## src/design/timer0_map.vh

```
// Purpose: register map, field positions, reset values and timing counts
//          of the timer/counter block
// Assumes: one register per aligned 32-bit word, byte address = 4 * index
// Notes:   definitions only
`ifndef TIMER0_MAP_VH
`define TIMER0_MAP_VH

// register indices (byte address is four times the index)
`define TIMER_COUNT_IDX 4'h1
`define COMP_CTRL_IDX 4'h7
`define TIMER_CONFIG_IDX 4'h8
`define PIN_DIR_IDX 4'h9
`define WDT_CLEAR_IDX 4'hA

// timer_config fields
`define CFG_CLK_SRC_BIT 5
`define CFG_EDGE_BIT 4
`define CFG_ASSIGN_BIT 3
`define CFG_RATIO_MSB 2
`define CFG_RATIO_LSB 0

// comparator_control fields
`define CMP_RESULT_BIT 7
`define CMP_DRIVE_N_BIT 6
`define CMP_POL_BIT 5
`define CMP_CLKSEL_BIT 4
`define CMP_ON_BIT 3

// pin_direction bit of the count pin
`define PIN_DIR_CNT_BIT 2

// reset values
`define TIMER_RESET 8'h00
`define CFG_RESET 8'hFF
`define CMP_RESET 7'h7F
`define PIN_DIR_RESET 4'hF
`define PRESC_RESET 8'h00

// timing: one oscillator period per system clock
`define CLK_PERIOD_NS 4
`define TOSC_NS 4
`define TOSC_CLKS (`TOSC_NS / `CLK_PERIOD_NS)
`define TOSC_PER_INSTR 4
`define INSTR_CLKS (`TOSC_PER_INSTR * `TOSC_CLKS)
`define INHIBIT_INSTR 2
`define INHIBIT_CLKS (`INHIBIT_INSTR * `INSTR_CLKS)

`endif

```

## src/design/_unused_placeholder_none.v

```verilog
`timescale 1ns/100ps

```

## src/design/sync_2ff.v

```verilog
// Purpose: two-flop level synchroniser for inputs from outside clk_sys
// Assumes: inputs are levels, not pulses
// Notes:   the first stage feeds only the second stage
`timescale 1ns/100ps
`default_nettype none

module sync_2ff #(
  parameter WIDTH = 1
) (
  // clock and reset
  input wire clk_sys,
  input wire rstn,
  // data
  input wire [WIDTH-1:0] asyncIn,
  output reg [WIDTH-1:0] syncOut
);

  reg [WIDTH-1:0] stage1;

  // two flip-flops in series
  always @(posedge clk_sys or negedge rstn)
  begin
    if (!rstn)
    begin
      stage1 <= {WIDTH{1'b0}};
      syncOut <= {WIDTH{1'b0}};
    end
    else
    begin
      stage1 <= asyncIn;
      syncOut <= stage1;
    end
  end

endmodule // sync_2ff

`default_nettype wire

```

## src/design/timer0_prescaler_clock_mux.v

```verilog
// Purpose: 8-bit timer/counter with shared 8-bit prescaler and clock mux,
//          reached over an Avalon-MM slave with waitrequest
// Assumes: clk_sys is the oscillator, one Tosc per clock, four per
//          instruction cycle; pin and comparator inputs are asynchronous
// Notes:   watchdog itself lives outside; it feeds wdtTick and gets
//          wdtPostTick and wdtClearPulse
//
// Contract
// - source select clear, no prescaler: count once per instruction cycle.
// - any count register write blocks counting for the next two cycles.
// - source set, comparator clock select set, drive_n set: count pin edges.
// - edge select clear counts rising edges, set counts falling edges.
// - source set, comparator clock select clear: count comparator output.
// - comparator clock select set, drive_n clear: drive comparator onto pin.
// - prescaler serves timer or watchdog; assign bit clear picks timer.
// - ratio select bits set prescale ratio, 1:2 to 1:256 for timer.
// - prescaler is not software visible and resets to zero.
// - with prescaler on timer, count register writes clear it.
// - with prescaler on watchdog, watchdog clear also clears it.
// - external source is sampled on phases Q2 and Q4.
// - prescaler divides the external input ahead of sampling.
// - increment lands three to seven Tosc after the input change.
// - source select set overrides pin direction of the count pin.
// - count register is eight bits, readable and writable.
`timescale 1ns/100ps
`default_nettype none
`include "timer0_map.vh"

module timer0_prescaler_clock_mux (
  // clock and reset
  input wire clk_sys,
  input wire rstn,
  // avalon-mm slave
  input wire [5:0] address,
  input wire read,
  input wire write,
  input wire [3:0] byteenable,
  input wire [31:0] writedata,
  output reg [31:0] readdata,
  output reg waitrequest,
  // count pin, split into input, output and enable
  input wire extCountPinIn,
  output reg extCountPinOut,
  output reg extCountPinOe,
  // port latch value driven when the pin is a plain output
  input wire pinLatchData,
  // comparator digital result, asynchronous
  input wire comparatorResult,
  // watchdog side
  input wire wdtTick,
  output reg wdtPostTick,
  output reg wdtClearPulse
);

  // inhibit length in clocks, cut to the counter's width on purpose
  localparam [31:0] INHIBIT_WIDE = `INHIBIT_CLKS;
  localparam [3:0] INHIBIT_LOAD = INHIBIT_WIDE[3:0];
  localparam [1:0] PHASE_Q2 = 2'h1;
  localparam [1:0] PHASE_Q4 = 2'h3;

  // registers
  reg [7:0] timerCount;
  reg [7:0] timerConfig;
  reg [6:0] compCtrl;
  reg [3:0] pinDirection;
  reg [7:0] presc;
  reg [1:0] phase;
  reg [3:0] inhibitCnt;
  reg prevLevel;
  reg prevPresBit;
  reg sampA;
  reg sampB;

  // synchronised inputs
  wire pinSync;
  wire cmpSync;

  // decoded fields and strobes
  wire [3:0] regIdx;
  wire accessPhase;
  wire wrLane0;
  wire timerWr;
  wire wdtClrWr;
  wire clkSrcSel;
  wire edgeSel;
  wire presToTimer;
  wire [2:0] ratioSel;
  wire cmpOn;
  wire effClkSel;
  wire effDriveN;
  wire comparator_result;
  wire srcRaw;
  wire srcLevel;
  wire extEdge;
  wire instrTick;
  wire strobe;
  wire presBit;
  wire presRise;
  wire presInc;
  wire presClr;
  wire samplerIn;
  wire samplerRise;
  wire countEvent;
  wire countOk;

  reg [31:0] next_readdata;

  // pin and comparator result pass two flops before any logic
  // both come from outside clk_sys and may change at any time
  sync_2ff #(.WIDTH(2)) u_sync (
    .clk_sys(clk_sys),
    .rstn(rstn),
    .asyncIn({extCountPinIn, comparatorResult}),
    .syncOut({pinSync, cmpSync})
  );

  // bus decode
  assign regIdx = address[5:2];
  assign accessPhase = waitrequest & (read | write);
  assign wrLane0 = write & ~waitrequest & byteenable[0];
  assign timerWr = wrLane0 & (regIdx == `TIMER_COUNT_IDX);
  assign wdtClrWr = wrLane0 & (regIdx == `WDT_CLEAR_IDX);

  // configuration fields
  assign clkSrcSel = timerConfig[`CFG_CLK_SRC_BIT];
  assign edgeSel = timerConfig[`CFG_EDGE_BIT];
  assign presToTimer = ~timerConfig[`CFG_ASSIGN_BIT];
  assign ratioSel = timerConfig[`CFG_RATIO_MSB:`CFG_RATIO_LSB];

  // clock select and drive_n only act while the comparator is on
  assign cmpOn = compCtrl[`CMP_ON_BIT];
  assign effClkSel = compCtrl[`CMP_CLKSEL_BIT] | ~cmpOn;
  assign effDriveN = compCtrl[`CMP_DRIVE_N_BIT] | ~cmpOn;
  assign comparator_result = cmpSync ^ ~compCtrl[`CMP_POL_BIT];

  // external source: comparator internally, else the pin (which carries
  // the comparator output itself when it is driven back onto the pin)
  assign srcRaw = effClkSel ? pinSync : comparator_result;
  assign srcLevel = srcRaw ^ edgeSel;
  assign extEdge = srcLevel & ~prevLevel;

  // instruction phases: Q1..Q4 as phase 0..3
  assign instrTick = (phase == PHASE_Q4);
  assign strobe = (phase == PHASE_Q2) | (phase == PHASE_Q4);

  // prescaler tap: code n selects bit n, a divide by 2 to the n+1
  assign presBit = presc[ratioSel];
  assign presRise = presBit & ~prevPresBit;

  // prescaler input and clear
  assign presInc = presToTimer ? (clkSrcSel ? extEdge : instrTick)
                               : wdtTick;
  assign presClr = (timerWr & presToTimer)
                 | (wdtClrWr & ~presToTimer);

  // sampler sees the prescaler output or the edge-selected level
  assign samplerIn = presToTimer ? presBit : srcLevel;
  assign samplerRise = strobe & sampA & ~sampB;

  // counting event per mode
  assign countEvent = clkSrcSel ? samplerRise
                    : (presToTimer ? presRise : instrTick);
  assign countOk = (inhibitCnt == 4'h0);

  // instruction phase counter
  // runs from reset release; Q4 falls on every fourth clock
  always @(posedge clk_sys or negedge rstn)
  begin
    if (!rstn)
      phase <= 2'h0;
    else
      phase <= phase + 2'h1;
  end

  // edge history for the external level and the prescaler tap; the
  // level history resets high, the level that the reset setting of
  // the edge select gives an idle-low source, so release is edge free
  always @(posedge clk_sys or negedge rstn)
  begin
    if (!rstn)
    begin
      prevLevel <= 1'b1;
      prevPresBit <= 1'b0;
    end
    else
    begin
      prevLevel <= srcLevel;
      prevPresBit <= presBit;
    end
  end

  // two sampling stages on Q2 and Q4; both reset high for the same
  // reason as the level history, so no count follows release
  always @(posedge clk_sys or negedge rstn)
  begin
    if (!rstn)
    begin
      sampA <= 1'b1;
      sampB <= 1'b1;
    end
    else if (strobe)
    begin
      sampA <= samplerIn;
      sampB <= sampA;
    end
  end

  // prescaler: hidden from software, clear wins over counting
  // a count that meets a clear is dropped, so a clear always leaves zero
  always @(posedge clk_sys or negedge rstn)
  begin
    if (!rstn)
      presc <= `PRESC_RESET;
    else if (presClr)
      presc <= `PRESC_RESET;
    else if (presInc)
      presc <= presc + 8'h01;
  end

  // inhibit window after a count register write
  // an event that falls inside the window is lost, not deferred
  always @(posedge clk_sys or negedge rstn)
  begin
    if (!rstn)
      inhibitCnt <= 4'h0;
    else if (timerWr)
      inhibitCnt <= INHIBIT_LOAD;
    else if (!countOk)
      inhibitCnt <= inhibitCnt - 4'h1;
  end

  // count register: software write wins over an increment
  // an event in the cycle of the write is lost with the old value
  always @(posedge clk_sys or negedge rstn)
  begin
    if (!rstn)
      timerCount <= `TIMER_RESET;
    else if (timerWr)
      timerCount <= writedata[7:0];
    else if (countEvent && countOk)
      timerCount <= timerCount + 8'h01;
  end

  // software configuration registers
  // only byte lane 0 carries register bits; other lanes are ignored
  always @(posedge clk_sys or negedge rstn)
  begin
    if (!rstn)
    begin
      timerConfig <= `CFG_RESET;
      compCtrl <= `CMP_RESET;
      pinDirection <= `PIN_DIR_RESET;
    end
    else if (wrLane0)
    begin
      case (regIdx)
        `TIMER_CONFIG_IDX: timerConfig <= writedata[7:0];
        `COMP_CTRL_IDX: compCtrl <= writedata[6:0]; // result bit read-only
        `PIN_DIR_IDX: pinDirection <= writedata[3:0];
        default: timerConfig <= timerConfig;
      endcase
    end
  end

  // read mux, unmapped words read as zero
  // the comparator result is read live and cannot be written
  always @*
  begin
    next_readdata = 32'h0000_0000;
    case (regIdx)
      `TIMER_COUNT_IDX: next_readdata[7:0] = timerCount;
      `COMP_CTRL_IDX: next_readdata[7:0] = {comparator_result, compCtrl};
      `TIMER_CONFIG_IDX: next_readdata[7:0] = timerConfig;
      `PIN_DIR_IDX: next_readdata[3:0] = pinDirection;
      default: next_readdata = 32'h0000_0000;
    endcase
  end

  // one wait cycle per access, data registered with the grant
  // a fresh request is taken only once waitrequest is back high
  always @(posedge clk_sys or negedge rstn)
  begin
    if (!rstn)
    begin
      waitrequest <= 1'b1;
      readdata <= 32'h0000_0000;
    end
    else
    begin
      waitrequest <= ~accessPhase;
      if (accessPhase && read)
        readdata <= next_readdata;
    end
  end

  // count pin drive: comparator output, else input when counting,
  // else the direction register
  // the pin input stays live while the comparator drives it
  always @(posedge clk_sys or negedge rstn)
  begin
    if (!rstn)
    begin
      extCountPinOut <= 1'b0;
      extCountPinOe <= 1'b0;
    end
    else if (!effDriveN)
    begin
      extCountPinOut <= comparator_result;
      extCountPinOe <= 1'b1;
    end
    else if (clkSrcSel)
    begin
      extCountPinOut <= 1'b0;
      extCountPinOe <= 1'b0;
    end
    else
    begin
      extCountPinOut <= pinLatchData;
      extCountPinOe <= ~pinDirection[`PIN_DIR_CNT_BIT];
    end
  end

  // watchdog side: postscaled tick and clear pulse
  // no tap pulse in the cycle of a clear, the count starts over
  always @(posedge clk_sys or negedge rstn)
  begin
    if (!rstn)
    begin
      wdtPostTick <= 1'b0;
      wdtClearPulse <= 1'b0;
    end
    else
    begin
      wdtPostTick <= ~presToTimer & presRise & ~presClr;
      wdtClearPulse <= wdtClrWr;
    end
  end

endmodule // timer0_prescaler_clock_mux

`default_nettype wire
```

## config.mk

```make
export PLATFORM = sky130hd
export DESIGN_NAME = timer0_prescaler_clock_mux
export DESIGN_NICKNAME = d
export VERILOG_FILES = /design/src/design/_unused_placeholder_none.v /design/src/design/sync_2ff.v /design/src/design/timer0_prescaler_clock_mux.v
export VERILOG_INCLUDE_DIRS = /design/src /design/src/design
export SDC_FILE = /design/constraint.sdc
export NUM_CORES = 1
export LEC_CHECK = 0
export BUFFER_PORTS_ARGS = -buffer_cell sky130_fd_sc_hd__buf_4
export CORE_MARGIN = 2
export CORE_UTILIZATION = 53
export DETAILED_ROUTE_END_ITERATION = 7
export HOLD_SLACK_MARGIN = 0.02
export PLACE_DENSITY = 0.8
export SLEW_MARGIN = 10
export SYNTH_ARGS = -nofsm -noshare
export SYNTH_HDL_FRONTEND = slang
export SYNTH_SLANG_ARGS = --single-unit
```

## constraint.sdc

```tcl
create_clock -name clk_sys -period 2.9 [get_ports clk_sys]
set_input_delay 0.29 -clock clk_sys [delete_from_list [all_inputs] [get_ports clk_sys]]
set_output_delay 0.29 -clock clk_sys [all_outputs]
set_load 0.01 [all_outputs]
```

==> Word-level counts from Yosys, hierarchy flattened <==
Cells that the tools add are included.
{ "totals": {"regBits": 62, "inputBits": 50, "out_inout_bits": 37, "word_cells": 90} }
{ "classes": {"add_sub_neg": 4, "order_cmp": 1, "eq_ne": 8, "n_mux": 20, "bitwise": 30, "reduce_logical": 8} }
{ "ops": {"columns": ["cell", "n"], "rows": [
  ["$mux W8", 4],
  ["$add A8 B1 Y8 const B", 2],
  ["$pmux W4 S4", 1],
  ["$and A1 B1 Y1", 13],
  ["$eq A4 B4 Y1 const B", 3],
  ["$pmux W4 S3", 1],
  ["$mux W1", 11],
  ["$not A1 Y1", 10],
  ["$mux W4", 2],
  ["$reduce_and A2 Y1", 3],
  ["$or A1 B1 Y1", 5],
  ["$eq A4 B1 Y1 const B", 1],
  ["$eq A4 B3 Y1 const B", 1],
  ["$logic_not A4 Y1", 1],
  ["$lt A3 B4 Y1 const B", 1],
  ["$reduce_bool A2 Y1", 2],
  ["$sub A4 B1 Y4 const B", 1],
  ["$bmux W1 S3", 1],
  ["$add A2 B1 Y2 const B", 1],
  ["$eq A2 B1 Y1 const B", 1],
  ["$eq A2 B2 Y1 const B", 1],
  ["$logic_and A1 B1 Y1", 2],
  ["$ne A2 B2 Y1 const B", 1],
  ["$xor A1 B1 Y1", 2]
]} }

==> Depth between registers and ports, before layout <==
Gate-level depths: netlist (run 1).
{ "depth": {"depth_word": 9, "ltp_mapped": 8, "ltp_nobuf": 8} }

==> Hierarchy <==
Synthesis (run 1) repeated with hierarchy kept, for this count alone.
{ "unflattened": {"hier_cells": 299, "area_unflattened_um2": 3251.9} }
{ "by_module_without_submodules": {"columns": ["mod", "instances", "cells_per_inst", "area_per_inst_um2", "seq_area_each_um2"], "rows": [
  ["timer0_prescaler_clock_mux", 1, 295, 3151.8, 1480.2],
  ["sync_2ff", 1, 4, 100.1, 100.1]
]} }

==> Least setup slack after synthesis (run 1) <==
Ideal clock, no wire load.
{ "synth_timing": {"kind": "reg2reg", "from": "register inhibitCnt[0]", "to": "register timerCount[7]", "setup_ns": 0.082, "arrival_time_ns": 2.099, "t_required_ns": 2.818, "setup_slack_ns": 0.719, "path_stages_with_launch": 9, "n_path_buf": 0, "synth_period_minus_slack_ns": 2.181, "cell_sequence": "dfrtp_1 -> inv_1 -> ha_1 -> nor3b_2 -> nand2b_1 -> o41ai_4 -> nand4_2 -> or3_1 -> a31oi_1"} }
{ "synth_between": {"elab_chain_len": 3} }
{ "synth_lines": {"columns": ["element", "line", "rtl"], "rows": [
  ["start: declaration", "timer0_prescaler_clock_mux.v:68", "reg [3:0] inhibitCnt;"],
  ["start signal: assignment", "timer0_prescaler_clock_mux.v:229", "inhibitCnt <= inhibitCnt - 4'h1;"],
  ["$logic_not A4 Y1", "timer0_prescaler_clock_mux.v:163", "assign countOk = (inhibitCnt == 4'h0);"],
  ["$logic_and A1 B1 Y1", "timer0_prescaler_clock_mux.v:240", "else if (countEvent && countOk)"],
  ["$reduce_bool A2 Y1 (no line)", null, null],
  ["end signal: assignment", "timer0_prescaler_clock_mux.v:237", "timerCount <= `TIMER_RESET;"],
  ["end signal: assignment", "timer0_prescaler_clock_mux.v:239", "timerCount <= writedata[7:0];"],
  ["end signal: assignment", "timer0_prescaler_clock_mux.v:241", "timerCount <= timerCount + 8'h01;"],
  ["end: declaration", "timer0_prescaler_clock_mux.v:62", "reg [7:0] timerCount;"]
]} }
No other way between the ends.
A chain may end at the register's enable or synchronous reset.

==> Worst setup path in the final report (run 1) <==
{ "layout_timing": {"from": "register compCtrl[5]", "to": "register presc[7]"} }
{ "layout_between": {"elab_chain_len": 8} }
{ "layout_lines": {"columns": ["element", "line", "rtl"], "rows": [
  ["start: declaration", "timer0_prescaler_clock_mux.v:64", "reg [6:0] compCtrl;"],
  ["start signal: assignment", "timer0_prescaler_clock_mux.v:251", "compCtrl <= `CMP_RESET;"],
  ["start signal: assignment", "timer0_prescaler_clock_mux.v:258", "`COMP_CTRL_IDX: compCtrl <= writedata[6:0];"],
  ["$not A1 Y1", "timer0_prescaler_clock_mux.v:134", "assign comparator_result = cmpSync ^ ~compCtrl[`CMP_POL_BIT];"],
  ["$xor A1 B1 Y1", "timer0_prescaler_clock_mux.v:134", null],
  ["$mux W1", "timer0_prescaler_clock_mux.v:138", "assign srcRaw = effClkSel ? pinSync : comparator_result;"],
  ["$xor A1 B1 Y1", "timer0_prescaler_clock_mux.v:139", "assign srcLevel = srcRaw ^ edgeSel;"],
  ["net srcLevel", "timer0_prescaler_clock_mux.v:93", "wire srcLevel;"],
  ["$and A1 B1 Y1", "timer0_prescaler_clock_mux.v:140", "assign extEdge = srcLevel & ~prevLevel;"],
  ["$mux W1 (2 in a row)", "timer0_prescaler_clock_mux.v:151", "assign presInc = presToTimer ? (clkSrcSel ? extEdge : instrTick)"],
  ["$reduce_bool A2 Y1 (no line)", null, null],
  ["end signal: assignment", "timer0_prescaler_clock_mux.v:213", "presc <= `PRESC_RESET;"],
  ["end signal: assignment", "timer0_prescaler_clock_mux.v:215", "presc <= `PRESC_RESET;"],
  ["end signal: assignment", "timer0_prescaler_clock_mux.v:217", "presc <= presc + 8'h01;"],
  ["end: declaration", "timer0_prescaler_clock_mux.v:66", "reg [7:0] presc;"]
]} }
The timed path passes the listed nets, and every way through them passes these cells.

==> results.cfg, run 1 <==
[outcome]
status = complete, no violations

[critical_path]
cp_cell_sequence = xor2_1, mux2i_1, xor2_1, a31oi_1, nor3_1, mux2i_1
cp_data_arrival_time_ns = 2.83
max_stage_delay_ns = 0.90
cp-end-kind = register
crit_path_start_kind = register
cp_slowest_cell = a31oi_1
crit_type = register to register
crit_fanout = 14
required_ns = 3.12
r2r_start = compCtrl[5]$_DFFE_PN1P_
startpoint = compCtrl[5]$_DFFE_PN1P_

[synth]
synthFlopType = dfrtp_1
synth_top_cell_area_share = 0.302
synthTopCellsByCount = dfrtp_1 (39), nand2_1 (25), o21ai_0 (25)
yosysMostFrequentCell = dfrtp_1
syn_area_per_cell_sq_um = 10.8
yosysTopAreaCell = dfrtp_1
synth.top_cells.by_area = dfrtp_1 (30%), dfstp_2 (19%), mux2_2 (8.4%)
postSynthCellCount = 300
async_flop_share = 1.00
synth_edf_count = 0
ys_ff_latch = 62
synth_cell_type_count = 46
yosys_warnings = 0
ys_seq_area_frac = 0.489
netlist_area_sq_um = 3230

[grt]
antenna_found_initial = 0
grt_usage = 0.212
grt_max_degree = 63
grt_pass1_vias = 2172
overflow = 0
grt_pass1_wl_mm = 10.5

[place]
dp_cells = 400
dp_hpwl_mm = 4.59
dp_slack_ns = 0.353
place_congestion = 0.840
port_buffers = 33

[final_layout]
layout.cells.non_filler = 416
final_layout_size_suffix_gt1_frac = 0.308
diodes = 0
nNetsFinal = 392
nFillCells = 483
area_growth_pct = 13.8

[pwr]
peakVddDrop_mv = 0.448
internal_power_mw = 1.95
power_frac_clock = 0.288
p_switching_mw = 0.908
power.total_mw = 2.86
switching_share = 0.318
powerDensity_nw_per_um2 = 777
pwr-share-comb = 0.241
p_seq_frac = 0.471
leakage_nw = 1.62

[timing]
fmax_mhz = 383
fin_crit_sh = 0.900
fin_crit_ns = 2.61
setup_slack_ns = 0.290
finalHoldViolations = 0
skew_ns = 0.00884
slew_headroom = 0.271
timing.setup.tns_ns = 0
holdWs_ns = 0.00528
worst_slew_pin_slew_ns = 1.09
finalSetupViolations = 0
rsz0062_at_grt = no
report.final.slew_viol_count = 0

[die]
die_h_microns = 82.1
coreArea_sq_um = 5920
die_area_sq_um = 6730
rows = 28
io_pins = 87
start_util = 0.545
dieWidth_microns = 82.1

[routing]
drt-total-wl_mm = 6.42
antenna_left = 0
drtIter0Drc = 140
vias_per_cell = 5.51
vias = 2291
wl_per_cell_microns = 15.4
dr.pass1.iters = 4
drcViolationCount = 0

[worst_hold_path]
hold_path_class = input pin to async pin

[cts]
cts.htree.levels = 3
cts.sinks = 62
ctsResizeCount = 0
clockBufferDepth = 2
cts_tree = built
clk_pin_slew_ns = 0.07
numCtsBuffers = 9
clock_latency_ns = 0.34
cts_root_buffer = clkbuf_8
holdBufCountCts = 0
cts_setup_buffers = 0

[flow_run]
maxCapViolations = 0
cells in the final DEF (no fill, tap or decap), types with 9 or more instances in the layout:
cell type,count
buf_4,36
conb_1,24
mux2_2,24
dfstp_2,23
clkbuf_8,9
nand2_1,25
inv_1,10
a21oi_1,9
dfrtp_1,39
nor2_1,17
o21ai_0,25
flip-flops by register name (all words and copies together), names as in the netlist, 2 cells and up:
signal / count
u_sync.syncOut: 2
presc: 8
readdata: 8
compCtrl: 7
inhibitCnt: 4
timerConfig: 8
phase: 2
u_sync.stage1: 2
timerCount: 8
pinDirection: 4
kinds of logic after synthesis:
logic type               after synthesis  synth area share
AO/OA/AOI/OAI                         64             0.131
buffers and inverters                 44            0.0790
XOR/XNOR                               9            0.0244
AND/OR/NAND/NOR                       83             0.135
other                                  1           0.00116
multiplexers                          31             0.117
adder cells (fa/ha/maj)                6            0.0232
flip-flops                            62             0.489
area by class of cell:
type / count / area (sq um) / area share
sequential: 62 / 1580 / 0.430
clock inverter: 6 / 86.3 / 0.0235
multi-input combinational: 217 / 1480 / 0.403
clock buffer: 10 / 128 / 0.0347
timing repair buffer: 36 / 270 / 0.0735
inverter: 10 / 37.5 / 0.0102
tap: 75 / 93.8 / 0.0255
per-layer routing:
layer,wire (microns),track usage
met4,140,0.0983
met5,0,0
met3,372,0.0418
met2,3160,0.341
met1,2750,0.276
power by group through the flow:
| stage | Sequential, mW | Clock [mW] | Combinational [mW] |
|---|---|---|---|
| floorplan | 1.29 | 0 | 0.550 |
| global placement | 1.34 | 0 | 0.653 |
| detailed placement | 1.35 | 0 | 0.691 |
| CTS | 1.34 | 0.839 | 0.695 |
| global route | 1.38 | 0.887 | 0.784 |
| finish | 1.34 | 0.822 | 0.689 |
worst max-delay path, delay by kind of cell (launching register included):
family / cells / cell delay [ns]
AO/OA/AOI/OAI: 1 / 0.90
flip-flops: 1 / 0.55
XOR/XNOR: 2 / 0.52
multiplexers: 2 / 0.31
AND/OR/NAND/NOR: 1 / 0.20
final timing paths:
| kind | to | cells after the start | slack, ns |
|---|---|---|---|
| setup / recovery | presc[7]$_DFFE_PN0P_ | 6 | 0.29 |
| min in group clk_sys | u_sync.stage1[0]$_DFF_PN0_ | 1 | 0.05 |
| hold / removal | extCountPinOe$_DFF_PN0_ | 1 | 0.005 |
| max in group asynchronous | presc[6]$_DFFE_PN0P_ | 1 | 2.38 |
| setup reg to reg | presc[7]$_DFFE_PN0P_ | 6 | 0.29 |
| hold reg to reg | u_sync.syncOut[1]$_DFF_PN0_ | 0 | 0.35 |
stage by stage:
step | cell area (sq um) | utilization
3_5_place_dp | 3460 | 0.585
2_1_floorplan | 3320 | -
3_3_place_gp | 3460 | 0.585
5_1_grt | 3680 | 0.621
6_report | 3680 | 0.621
4_1_cts | 3680 | 0.621
Note: power is estimated with default switching activity, not from simulation.
==> run 2: changes to the inputs <==
--- a/config.mk
+++ b/config.mk
@@ -9,6 +9,7 @@
 export BUFFER_PORTS_ARGS = -buffer_cell sky130_fd_sc_hd__buf_4
 export CORE_MARGIN = 2
 export CORE_UTILIZATION = 53
+export CTS_BUF_LIST = sky130_fd_sc_hd__clkbuf_4 sky130_fd_sc_hd__clkbuf_8 sky130_fd_sc_hd__clkbuf_16
 export DETAILED_ROUTE_END_ITERATION = 7
 export HOLD_SLACK_MARGIN = 0.02
 export PLACE_DENSITY = 0.8
==> run 2 against run 1 <==
Compared with the run above: routed wire length unchanged; sequential cell count did not move; setup slack barely moved; combinational power barely moved.
==> results.cfg, run 2 (synthesis results as in run 1) <==
[critical_path]
path_buf_inv = 0
cp_data_arrival_time_ns = 2.83
cp_slowest_cell = a31oi_1
crit_path_start_kind = register
cp_cell_sequence = xor2_1, mux2i_1, xor2_1, a31oi_1, nor3_1, mux2i_1
max_stage_delay_ns = 0.90
cp-end-kind = register
critPathTopFamily = compound AO/OA/AOI/OAI gates
crit_fanout = 14
required_ns = 3.12
crit_type = register to register

[final_layout]
diodes = 0
final_layout_size_suffix_gt1_frac = 0.311
final_area_sq_um = 3680
final_common_cell = dfrtp_1
layout.cells.non_filler = 416
area_growth_pct = 13.9
most-common-layout-cells = dfrtp_1 (39), buf_4 (36), o21ai_0 (25), nand2_1 (25)
nNetsFinal = 392

[pwr]
p_switching_mw = 0.909
internal_power_mw = 1.96
peakVddDrop_mv = 0.448
power_frac_clock = 0.290
switching_share = 0.317
powerDensity_nw_per_um2 = 779
p_seq_frac = 0.469
leakage_nw = 1.63
pwr-share-comb = 0.240

[timing]
finalSetupViolations = 0
report.final.slew_viol_count = 0
skew_ns = 0.00884
worst_slew_pin_slew_ns = 1.09
finalHoldViolations = 0
fin_crit_sh = 0.900
fin_crit_ns = 2.61
rsz0062_at_grt = no
setup_slack_ns = 0.290
slew_headroom = 0.271
fmax_mhz = 383
timing.setup.tns_ns = 0

[place]
port_buffers = 33
dp_slack_ns = 0.353
placed_area_sq_um = 3460
place_congestion = 0.840
dp_hpwl_mm = 4.59
dp_cells = 400

[routing]
vias_per_cell = 5.51
dr.pass1.iters = 4
wl_per_cell_microns = 15.4
drcViolationCount = 0
drt-total-wl_mm = 6.42
antenna_left = 0
drtIter0Drc = 140
vias = 2291

[grt]
grt_max_degree = 63
antenna_found_initial = 0
groute.layer.met1.usage = 0.276
gr-usage-met2 = 0.341
overflow = 0
grt.busiest_layer = met2
grt_pass1_wl_mm = 10.5
grt_pass1_vias = 2172
grt_usage = 0.212
grtUsageMet3 = 0.0418

[cts]
clk_pin_slew_ns = 0.07
clockBufferDepth = 2
ctsResizeCount = 0
holdBufCountCts = 0
cts_setup_buffers = 0
cts_tree = built
cts_root_buffer = clkbuf_8
cts.htree.levels = 3
cts.sinks = 62
numCtsBuffers = 9
clock_latency_ns = 0.34

[die]
die_area_sq_um = 6730
dieWidth_microns = 82.1
start_util = 0.545
die_h_microns = 82.1
io_pins = 87
rows = 28
coreArea_sq_um = 5920

[worst_hold_path]
hold_path_class = input pin to async pin

[flow_run]
maxCapViolations = 0

[outcome]
status = complete, no violations
## run 2: changes by cell type in the layout (fill, tap and decap cells not counted)
cell and change:
clkbuf_4 +1, clkbuf_1 -1
## run 2: area by class of cell
type                    instances  area (sq um)
clock inverters                 6          86.3
fillers                       483          2240
repair buffers                 36           270
flip-flops and latches         62          1580
clock buffers                  10           131
inverters                      10          37.5
well taps                      75          93.8
multi-input cells             217          1480
## run 2: metal layers
layer | routed length (microns) | part of all wire
met1 | 2750 | 0.43
met2 | 3160 | 0.49
met3 | 372 | 0.058
met4 | 140 | 0.022
met5 | 0 | 0
## run 2: power groups by stage
stage | combinational [mW] | sequential, mW | clock [mW]
final | 0.689 | 1.34 | 0.832
after global routing | 0.784 | 1.38 | 0.896
after CTS | 0.695 | 1.34 | 0.848
after detailed placement | 0.691 | 1.35 | 0
after global placement | 0.653 | 1.34 | 0
after floorplan | 0.550 | 1.29 | 0
## run 2: per-stage QoR
step,hold slack (ns),util,power (mW)
3_5_place_dp,0.339,0.585,2.04
2_1_floorplan,-0.00559,-,1.84
6_report,0.00528,0.622,2.87
3_3_place_gp,0.333,0.585,1.99
4_1_cts,0.0382,0.622,2.88
5_1_grt,0.0341,0.622,3.06
## run 2: worst paths after layout
check | from | depth (start not counted) | end | slack [ns]
worst max-delay path | compCtrl[5]$_DFFE_PN1P_ | 6 | presc[7]$_DFFE_PN0P_ | 0.29
worst min-delay path | rstn | 1 | extCountPinOe$_DFF_PN0_ | 0.005
worst max register to register | compCtrl[5]$_DFFE_PN1P_ | 6 | presc[7]$_DFFE_PN0P_ | 0.29
worst min register to register | u_sync.stage1[1]$_DFF_PN0_ | 0 | u_sync.syncOut[1]$_DFF_PN0_ | 0.35
max in group asynchronous | rstn | 1 | presc[6]$_DFFE_PN0P_ | 2.38
min in group clk_sys | comparatorResult | 1 | u_sync.stage1[0]$_DFF_PN0_ | 0.05
